**src/pkg/alb_params.svh**
```systemverilog
// Register map, reset values and field positions for the alert limit bank
`ifndef ALB_PARAMS_SVH
`define ALB_PARAMS_SVH

`define ALB_ADDR_W 8
`define ALB_OFS_DIAG 8'h0B
`define ALB_OFS_SHUNT_HI 8'h0C
`define ALB_OFS_SHUNT_LO 8'h0D
`define ALB_OFS_BUS_HI 8'h0E
`define ALB_OFS_BUS_LO 8'h0F
`define ALB_OFS_TEMP 8'h10
`define ALB_OFS_POWER 8'h11

`define ALB_RST_SHUNT_HI 16'h7FFF
`define ALB_RST_SHUNT_LO 16'h8000
`define ALB_RST_BUS_HI 15'h7FFF
`define ALB_RST_BUS_LO 15'h0000
`define ALB_RST_TEMP 12'h7FF
`define ALB_RST_POWER 16'hFFFF

`define ALB_BUS_W 15
`define ALB_TEMP_W 12
`define ALB_TEMP_LSB 4
`define ALB_PWR_W 24
`define ALB_PWR_SHIFT 8

`define ALB_DIAG_TEMP 7
`define ALB_DIAG_SHOV 6
`define ALB_DIAG_SHUV 5
`define ALB_DIAG_BUSOV 4
`define ALB_DIAG_BUSUV 3
`define ALB_DIAG_POWOV 2
`define ALB_DIAG_MEM 0

`endif

```
**src/pkg/alb_pkg.sv**
```systemverilog
// Types shared by the alert limit bank
package alb_pkg;
    typedef enum logic [1:0] {
        ALB_CMP_GT,
        ALB_CMP_LT
    } alb_cmp_t;
endpackage : alb_pkg

```
**src/core/alb_limit_bank.sv**
```systemverilog
// Alert limit threshold registers and comparators
`timescale 1ns/10ps
`include "alb_params.svh"
module alb_limit_bank #(
    parameter int DATA_W = 16
) (
    // Clock and reset
    input wire logic ref_clk,
    input wire logic rst_n,
    // Register port from the serial interface
    input wire logic reg_wr,
    input wire logic reg_rd,
    input wire logic [`ALB_ADDR_W-1:0] reg_addr,
    input wire logic [DATA_W-1:0] reg_wdata,
    output logic [DATA_W-1:0] reg_rdata,
    // Mode bits from configuration
    input wire logic shunt_range_select,
    input wire logic alert_latch_select,
    input wire logic averaged_alert_select,
    // Raw conversion results
    input wire logic raw_valid,
    input wire logic [DATA_W-1:0] raw_shunt,
    input wire logic [DATA_W-1:0] raw_bus,
    input wire logic [`ALB_TEMP_W-1:0] raw_die_temp,
    input wire logic [`ALB_PWR_W-1:0] raw_power,
    // Averaged results
    input wire logic avg_valid,
    input wire logic [DATA_W-1:0] avg_shunt,
    input wire logic [DATA_W-1:0] avg_bus,
    input wire logic [`ALB_TEMP_W-1:0] avg_die_temp,
    input wire logic [`ALB_PWR_W-1:0] avg_power,
    // Trim checksum
    input wire logic checksum_error,
    // Flags
    output logic shunt_over_flag,
    output logic shunt_under_flag,
    output logic bus_over_flag,
    output logic bus_under_flag,
    output logic temp_over_flag,
    output logic power_over_flag,
    output logic trim_checksum_ok,
    output logic [DATA_W-1:0] diag_alert_status
);
    logic [DATA_W-1:0] shunt_high_limit_reg;
    logic [DATA_W-1:0] shunt_low_limit_reg;
    logic [`ALB_BUS_W-1:0] bus_high_limit_reg;
    logic [`ALB_BUS_W-1:0] bus_low_limit_reg;
    logic [`ALB_TEMP_W-1:0] temperature_ceiling_reg;
    logic [DATA_W-1:0] power_ceiling_reg;
    logic sel_valid;
    logic [DATA_W-1:0] sel_shunt;
    logic [DATA_W-1:0] sel_bus;
    logic [`ALB_TEMP_W-1:0] sel_temp;
    logic [`ALB_PWR_W-1:0] sel_power;
    logic [DATA_W-1:0] power_top;
    logic diag_read;
    logic [DATA_W-1:0] rdata_next;
    logic wr_shunt_hi;
    logic wr_shunt_lo;
    logic wr_bus_hi;
    logic wr_bus_lo;
    logic wr_temp;
    logic wr_power;

    // Shunt range only scales the LSB weight; thresholds and results share
    // it, so the compare itself needs no change
    // Bus and temperature thresholds use the result scale directly

    // Result source select
    always_comb begin
        if (averaged_alert_select) begin
            sel_valid = avg_valid;
            sel_shunt = avg_shunt;
            sel_bus = avg_bus;
            sel_temp = avg_die_temp;
            sel_power = avg_power;
        end else begin
            sel_valid = raw_valid;
            sel_shunt = raw_shunt;
            sel_bus = raw_bus;
            sel_temp = raw_die_temp;
            sel_power = raw_power;
        end
    end

    // Ceiling LSB weighs 256 result LSBs, so drop the low byte
    assign power_top = sel_power[`ALB_PWR_W-1:`ALB_PWR_SHIFT];

    // Write strobe decode; status and unmapped addresses take no write
    always_comb begin
        wr_shunt_hi = 1'b0;
        wr_shunt_lo = 1'b0;
        wr_bus_hi = 1'b0;
        wr_bus_lo = 1'b0;
        wr_temp = 1'b0;
        wr_power = 1'b0;
        if (reg_wr) begin
            if (reg_addr == `ALB_OFS_SHUNT_HI) begin
                wr_shunt_hi = 1'b1;
            end else if (reg_addr == `ALB_OFS_SHUNT_LO) begin
                wr_shunt_lo = 1'b1;
            end else if (reg_addr == `ALB_OFS_BUS_HI) begin
                wr_bus_hi = 1'b1;
            end else if (reg_addr == `ALB_OFS_BUS_LO) begin
                wr_bus_lo = 1'b1;
            end else if (reg_addr == `ALB_OFS_TEMP) begin
                wr_temp = 1'b1;
            end else if (reg_addr == `ALB_OFS_POWER) begin
                wr_power = 1'b1;
            end
        end
    end

    // Shunt limits keep the full word, sign included
    always_ff @(posedge ref_clk or negedge rst_n) begin
        if (!rst_n) begin
            shunt_high_limit_reg <= `ALB_RST_SHUNT_HI;
        end else if (wr_shunt_hi) begin
            shunt_high_limit_reg <= reg_wdata;
        end
    end

    always_ff @(posedge ref_clk or negedge rst_n) begin
        if (!rst_n) begin
            shunt_low_limit_reg <= `ALB_RST_SHUNT_LO;
        end else if (wr_shunt_lo) begin
            shunt_low_limit_reg <= reg_wdata;
        end
    end

    // Bus limits store 15 bits, so bit 15 of a write is dropped here
    always_ff @(posedge ref_clk or negedge rst_n) begin
        if (!rst_n) begin
            bus_high_limit_reg <= `ALB_RST_BUS_HI;
        end else if (wr_bus_hi) begin
            bus_high_limit_reg <= reg_wdata[`ALB_BUS_W-1:0];
        end
    end

    always_ff @(posedge ref_clk or negedge rst_n) begin
        if (!rst_n) begin
            bus_low_limit_reg <= `ALB_RST_BUS_LO;
        end else if (wr_bus_lo) begin
            bus_low_limit_reg <= reg_wdata[`ALB_BUS_W-1:0];
        end
    end

    // Temperature limit keeps only the upper field of the word
    always_ff @(posedge ref_clk or negedge rst_n) begin
        if (!rst_n) begin
            temperature_ceiling_reg <= `ALB_RST_TEMP;
        end else if (wr_temp) begin
            temperature_ceiling_reg <=
                reg_wdata[DATA_W-1:`ALB_TEMP_LSB];
        end
    end

    // Power ceiling holds a plain unsigned word
    always_ff @(posedge ref_clk or negedge rst_n) begin
        if (!rst_n) begin
            power_ceiling_reg <= `ALB_RST_POWER;
        end else if (wr_power) begin
            power_ceiling_reg <= reg_wdata;
        end
    end

    // Read decode; unmapped addresses read zero
    always_comb begin
        if (reg_addr == `ALB_OFS_DIAG) begin
            rdata_next = diag_alert_status;
        end else if (reg_addr == `ALB_OFS_SHUNT_HI) begin
            rdata_next = shunt_high_limit_reg;
        end else if (reg_addr == `ALB_OFS_SHUNT_LO) begin
            rdata_next = shunt_low_limit_reg;
        end else if (reg_addr == `ALB_OFS_BUS_HI) begin
            rdata_next = {1'b0, bus_high_limit_reg};
        end else if (reg_addr == `ALB_OFS_BUS_LO) begin
            rdata_next = {1'b0, bus_low_limit_reg};
        end else if (reg_addr == `ALB_OFS_TEMP) begin
            rdata_next = {temperature_ceiling_reg,
                          {`ALB_TEMP_LSB{1'b0}}};
        end else if (reg_addr == `ALB_OFS_POWER) begin
            rdata_next = power_ceiling_reg;
        end else begin
            rdata_next = '0;
        end
    end

    // Read data is registered and stands until the next read
    always_ff @(posedge ref_clk or negedge rst_n) begin
        if (!rst_n) begin
            reg_rdata <= '0;
        end else if (reg_rd) begin
            reg_rdata <= rdata_next;
        end
    end

    // Only a status read clears, and only flags in latch mode
    assign diag_read = reg_rd && (reg_addr == `ALB_OFS_DIAG);

    // Signed compare: a negative high threshold trips on 0 V
    alb_limit_cmp #(
        .W(DATA_W),
        .SIGNED_CMP(1'b1),
        .DIR(alb_pkg::ALB_CMP_GT)
    ) u_shunt_over (
        .ref_clk(ref_clk),
        .rst_n(rst_n),
        .sample_valid(sel_valid),
        .sample(sel_shunt),
        .limit(shunt_high_limit_reg),
        .latch_mode(alert_latch_select),
        .clear(diag_read),
        .flag(shunt_over_flag)
    );

    // Ordering of negative thresholds is left to the host; a swapped pair
    // makes both shunt flags fire on one sample
    alb_limit_cmp #(
        .W(DATA_W),
        .SIGNED_CMP(1'b1),
        .DIR(alb_pkg::ALB_CMP_LT)
    ) u_shunt_under (
        .ref_clk(ref_clk),
        .rst_n(rst_n),
        .sample_valid(sel_valid),
        .sample(sel_shunt),
        .limit(shunt_low_limit_reg),
        .latch_mode(alert_latch_select),
        .clear(diag_read),
        .flag(shunt_under_flag)
    );

    // Bus result is positive; top bit of the result is taken as magnitude
    alb_limit_cmp #(
        .W(DATA_W),
        .SIGNED_CMP(1'b0),
        .DIR(alb_pkg::ALB_CMP_GT)
    ) u_bus_over (
        .ref_clk(ref_clk),
        .rst_n(rst_n),
        .sample_valid(sel_valid),
        .sample(sel_bus),
        .limit({1'b0, bus_high_limit_reg}),
        .latch_mode(alert_latch_select),
        .clear(diag_read),
        .flag(bus_over_flag)
    );

    // Bus low limit resets to zero, so the under flag stays quiet
    alb_limit_cmp #(
        .W(DATA_W),
        .SIGNED_CMP(1'b0),
        .DIR(alb_pkg::ALB_CMP_LT)
    ) u_bus_under (
        .ref_clk(ref_clk),
        .rst_n(rst_n),
        .sample_valid(sel_valid),
        .sample(sel_bus),
        .limit({1'b0, bus_low_limit_reg}),
        .latch_mode(alert_latch_select),
        .clear(diag_read),
        .flag(bus_under_flag)
    );

    // Temperature field lines up with the 12-bit die result
    alb_limit_cmp #(
        .W(`ALB_TEMP_W),
        .SIGNED_CMP(1'b1),
        .DIR(alb_pkg::ALB_CMP_GT)
    ) u_temp_over (
        .ref_clk(ref_clk),
        .rst_n(rst_n),
        .sample_valid(sel_valid),
        .sample(sel_temp),
        .limit(temperature_ceiling_reg),
        .latch_mode(alert_latch_select),
        .clear(diag_read),
        .flag(temp_over_flag)
    );

    // Power compare is unsigned on the upper sixteen result bits
    alb_limit_cmp #(
        .W(DATA_W),
        .SIGNED_CMP(1'b0),
        .DIR(alb_pkg::ALB_CMP_GT)
    ) u_power_over (
        .ref_clk(ref_clk),
        .rst_n(rst_n),
        .sample_valid(sel_valid),
        .sample(power_top),
        .limit(power_ceiling_reg),
        .latch_mode(alert_latch_select),
        .clear(diag_read),
        .flag(power_over_flag)
    );

    // Trim status sits apart from the limit flags and never self-clears
    alb_trim_check u_trim (
        .ref_clk(ref_clk),
        .rst_n(rst_n),
        .checksum_error(checksum_error),
        .trim_checksum_ok(trim_checksum_ok)
    );

    // Diagnostic status view; other bits belong to logic outside this bank
    always_comb begin
        diag_alert_status = '0;
        diag_alert_status[`ALB_DIAG_TEMP] = temp_over_flag;
        diag_alert_status[`ALB_DIAG_SHOV] = shunt_over_flag;
        diag_alert_status[`ALB_DIAG_SHUV] = shunt_under_flag;
        diag_alert_status[`ALB_DIAG_BUSOV] = bus_over_flag;
        diag_alert_status[`ALB_DIAG_BUSUV] = bus_under_flag;
        diag_alert_status[`ALB_DIAG_POWOV] = power_over_flag;
        diag_alert_status[`ALB_DIAG_MEM] = trim_checksum_ok;
    end
endmodule : alb_limit_bank

```
**src/core/alb_limit_cmp.sv**
```systemverilog
// One limit comparator with sticky or live flag
`timescale 1ns/10ps
module alb_limit_cmp #(
    parameter int W = 16,
    parameter bit SIGNED_CMP = 1'b1,
    parameter alb_pkg::alb_cmp_t DIR = alb_pkg::ALB_CMP_GT
) (
    // Clock and reset
    input wire logic ref_clk,
    input wire logic rst_n,
    // Sample and limit
    input wire logic sample_valid,
    input wire logic [W-1:0] sample,
    input wire logic [W-1:0] limit,
    // Flag control
    input wire logic latch_mode,
    input wire logic clear,
    output logic flag
);
    logic hit;

    always_comb begin
        if (SIGNED_CMP) begin
            if (DIR == alb_pkg::ALB_CMP_GT) begin
                hit = $signed(sample) > $signed(limit);
            end else begin
                hit = $signed(sample) < $signed(limit);
            end
        end else begin
            if (DIR == alb_pkg::ALB_CMP_GT) begin
                hit = sample > limit;
            end else begin
                hit = sample < limit;
            end
        end
    end

    // Set wins over a read clear so no event is lost
    always_ff @(posedge ref_clk or negedge rst_n) begin
        if (!rst_n) begin
            flag <= 1'b0;
        end else if (sample_valid) begin
            if (latch_mode) begin
                flag <= hit | (flag & ~clear);
            end else begin
                flag <= hit;
            end
        end else if (latch_mode && clear) begin
            flag <= 1'b0;
        end
    end
endmodule : alb_limit_cmp

```
**src/core/alb_trim_check.sv**
```systemverilog
// Trim memory checksum status holder
`timescale 1ns/10ps
module alb_trim_check (
    // Clock and reset
    input wire logic ref_clk,
    input wire logic rst_n,
    // Checksum result from trim loader
    input wire logic checksum_error,
    output logic trim_checksum_ok
);
    // Error is sticky until reset; the trim image does not change at run time
    always_ff @(posedge ref_clk or negedge rst_n) begin
        if (!rst_n) begin
            trim_checksum_ok <= 1'b1;
        end else if (checksum_error) begin
            trim_checksum_ok <= 1'b0;
        end
    end
endmodule : alb_trim_check

```
**config.mk**
```make
export PLATFORM = sky130hd
export DESIGN_NAME = alb_limit_bank
export DESIGN_NICKNAME = d
export VERILOG_FILES = /design/src/pkg/alb_pkg.sv /design/src/core/alb_limit_bank.sv /design/src/core/alb_limit_cmp.sv /design/src/core/alb_trim_check.sv
export VERILOG_INCLUDE_DIRS = /design/src /design/src/pkg
export SDC_FILE = /design/constraint.sdc
export NUM_CORES = 1
export LEC_CHECK = 0
export ABC_AREA = 1
export BUFFER_PORTS_ARGS = -buffer_cell sky130_fd_sc_hd__buf_2
export CELL_PAD_IN_SITES_DETAIL_PLACEMENT = 1
export CELL_PAD_IN_SITES_GLOBAL_PLACEMENT = 1
export CORE_MARGIN = 2
export CORE_UTILIZATION = 39
export CTS_CLUSTER_DIAMETER = 150
export CTS_CLUSTER_SIZE = 20
export DETAILED_ROUTE_END_ITERATION = 12
export GPL_TIMING_DRIVEN = 1
export PLACE_DENSITY_LB_ADDON = 0.25
export SLEW_MARGIN = 25
export SYNTH_ARGS = -nofsm -noshare
export SYNTH_HDL_FRONTEND = slang
export SYNTH_SLANG_ARGS = --single-unit
```
**constraint.sdc**
```tcl
create_clock -name ref_clk -period 2.3 [get_ports ref_clk]
set_input_delay 0.23 -clock ref_clk [delete_from_list [all_inputs] [get_ports ref_clk]]
set_output_delay 0.23 -clock ref_clk [all_outputs]
set_load 0.01 [all_outputs]
```
==> results.py <==
metrics = {
    "final_layout": {
        "drive_gt1_share_pct": 24.89,
        "multi_input_area_sq_um": 4492,
        "area_growth_pct": 23.18,
        "n_fill_cell": 2738,
        "ff_latch_area_sq_um": 2902,
        "final_nets": 1575,
        "final_util_pct": 48.51,
    },
    "timing": {
        "tightest_slew_ns": 0.6547,
        "rsz0062_at_grt": "false",
        "timing.final.ws_setup_ns": 0.3618,
        "finClkSkew_ns": 0.008436,
        "max_slew_margin_pct": 56.36,
        "fin_crit_sh_pct": 84.27,
        "drv_slew": 0,
        "fmax_ghz": 0.5159,
        "holdWs_ns": 0.1806,
        "setup_viol": 0,
        "hold_viol": 0,
        "setup_tns_ns": 0,
        "period_minus_slack_ns": 1.938,
    },
    "floorplanning": {
        "design.die.area_sq_um": 22270,
        "coreArea_sq_um": 20890,
        "die_w_um": 149.2,
        "chipHeight_um": 149.2,
        "start_util_pct": 39.38,
        "rows": 53,
        "io_pins": 209,
    },
    "detailed_routing": {
        "vias_per_cell": 5.159,
        "drc": 0,
        "vias": 8286,
        "final_antenna_net_count": 0,
        "drt_iter0_markers": 496,
        "wire_per_inst_um": 17.96,
        "first_pass_iters": 6,
        "routed_wl_um": 28850,
    },
    "global_route": {
        "grt_pass1_vias": 8304,
        "grt_usage_pct": 26.42,
        "overflow": 0,
        "grt_pass1_wl_um": 44620,
        "grt_max_degree": 49,
        "antenna_found_initial": 0,
    },
    "pwr": {
        "p_per_area_nw_per_um2": 630.0,
        "power_mw": 6.383,
        "irDropWorstVdd_uv": 515.2,
        "power_leakage_nw": 5.018,
    },
    "cts": {
        "ctsResizeCount": 0,
        "htreeDepth": 4,
        "cts_buffers": 17,
        "clk_latency_ns": 0.42,
        "cts_buffer_depth": 2,
        "cts_tree": "built",
        "cts_hold_buffers": 2,
        "cts_setup_buffers": 0,
        "cts_root_buffer": "clkbuf_16",
        "cts_num_sinks": 113,
        "clkSlewWorstSetupHoldPaths_ns": 0.06,
    },
    "placed_design": {
        "gp_congestion": 0.8849,
        "portBuffers": 182,
        "dp_slack_ns": 0.07945,
        "hpwl_um": 22710,
    },
    "min_path": {
        "hold_class": "primary input to flop",
    },
    "synth": {
        "ys_seq_elements": 113,
        "yosys-top-cells-area": "dfstp_2 (19%), nand2_1 (18%), dfrtp_1 (16%)",
        "post-synth-top-area-cell": "dfstp_2",
        "yosysUniqueCellTypes": 49,
        "syn_inst": 1130,
        "syn-cell-area_sq_um": 8225,
        "synth_top_area_share_pct": 18.85,
        "synth-edff-count": 0,
        "ys.flop_type": "dfstp_2",
        "avgSynthCellArea_sq_um": 7.279,
        "async_flop_share_pct": 100.0,
        "yosysWarnings": 0,
        "seq_area_frac_synth_pct": 35.28,
    },
    "critical_path": {
        "crit_cells": 10,
        "worstPathArrival_ns": 2.25,
        "cpMostUsedCell": "nand2_1",
        "r2r-end": "u_temp_over.flag",
        "worstPathCellList": "inv_1, ha_1, a21oi_1, nor2_1, a211oi_1, nand4_1, nand3_1, o21ai_0, nand2_1, nand2_1",
        "r2r_start": "temperature_ceiling_reg[9]",
        "cp_slowest_stage_delay_ns": 0.53,
        "worst-r2r-cell-count": 10,
        "crit_family": "flip-flops",
        "end_kind": "flop",
        "crit_path_top_delay_cell": "dfstp_2",
        "worst-path-buf-inv": 1,
        "crit_path_end": "u_temp_over.flag",
        "start_kind": "flop",
        "crit_type": "flop to flop",
        "critPathRequiredTime_ns": 2.61,
        "r2r_slack_ns": 0.36,
        "critPathMaxFanout": 2,
        "critical_path.startpoint": "temperature_ceiling_reg[9]",
    },
    "job": {
        "drv_cap": 0,
    },
    "status": {
        "status": "finished, final reports clean",
    },
}
-- worst min path at each step --
stage	startpoint	to	slack [ns]	cells after the start
6_report	reg_wdata[2]	bus_low_limit_reg[2]	0.18	3
5_1_grt	reg_rd	reg_rdata[2]	0.18	3
4_1_cts	reg_rd	reg_rdata[5]	0.16	3
3_5_place_dp	rst_n	reg_rdata[10]	0.29	1
2_1_floorplan	rst_n	bus_low_limit_reg[0]	-0.07	0
3_3_place_gp	rst_n	reg_rdata[10]	0.30	1
-- cell usage after synthesis, types with 9 or more instances --
cell type,instances
buf_4,16
o21ai_1,48
nand3_1,24
dfrtp_1,54
o22ai_1,9
dfstp_2,59
inv_1,132
nand4_1,12
nand2_1,402
a21oi_1,59
ha_1,88
buf_2,10
nor2_1,39
o21ai_0,77
clkbuf_1,14
-- cell usage in the layout, fill, tap and decap left out, drive strengths merged, types with 3 or more instances in the layout --
master / count
dfrtp: 54
nand4: 12
o211ai: 6
nor3: 7
o221ai: 5
conb: 9
and2: 3
a211oi: 4
clkbuf: 19
a21oi: 59
bufinv: 6
nand3: 28
buf: 209
o21bai: 3
clkinvlp: 4
a21o: 3
ha: 88
clkinv: 5
inv: 141
o21a: 4
nor2: 42
nand2: 412
o21ai: 126
o22ai: 9
dfstp: 59
-- logic make-up (layout without fill, tap and decap cells) --
kind of cell	Yosys count	in the layout	share of synthesized area (%)
simple gates	508	508	25.74
compound gates	224	224	14.83
buf+inv	194	386	10.48
flops	113	113	35.28
fa+ha+maj	88	88	13.39
mux	2	2	0.2434
other cells	1	10	0.04559
-- power by group --
part	leakage, nW	internal [mW]	switching, mW
Clock	0.316	2.06	0.984
Combinational	3.36	0.440	0.680
Sequential	1.34	2.13	0.0906
-- worst register-to-register path, stage by stage, from the launching register on --
cell and delay [ns]:
dfstp_2 0.53, inv_1 0.09, ha_1 0.32, a21oi_1 0.15
nor2_1 0.05, a211oi_1 0.24, nand4_1 0.12, nand3_1 0.12
o21ai_0 0.10, nand2_1 0.07, nand2_1 0.05
-- through the flow --
| step | instances | instance area, sq um |
|---|---|---|
| 2_1_floorplan | 1138 | 8255 |
| 3_3_place_gp | 1571 | 9434 |
| 3_5_place_dp | 1571 | 9434 |
| 4_1_cts | 1605 | 10130 |
| 5_1_grt | 1605 | 10130 |
| 6_report | 1606 | 10130 |
-- cell type report --
type                            count  share of cell area [%]
Clock inverter                     13                   2.297
Antenna cell                        1                 0.02470
Multi-Input combinational cell    831                   44.33
Clock buffer                       19                   4.371
Tap cell                          275                   3.396
Timing Repair Buffer              211                   11.58
Sequential cell                   113                   28.64
Inverter                          143                   5.359
-- routing by layer --
| metal | part of all wire [%] | vias to the layer above | GRT usage (%) |
|---|---|---|---|
| met5 | 0 | - | 0 |
| met4 | 2.6 | 0 | 8.381 |
| met3 | 5.7 | 37 | 4.281 |
| met2 | 47 | 258 | 44.29 |
| met1 | 45 | 3980 | 34.94 |
| li1 | - | 4011 | - |
Note: power is estimated with default switching activity, not from simulation.
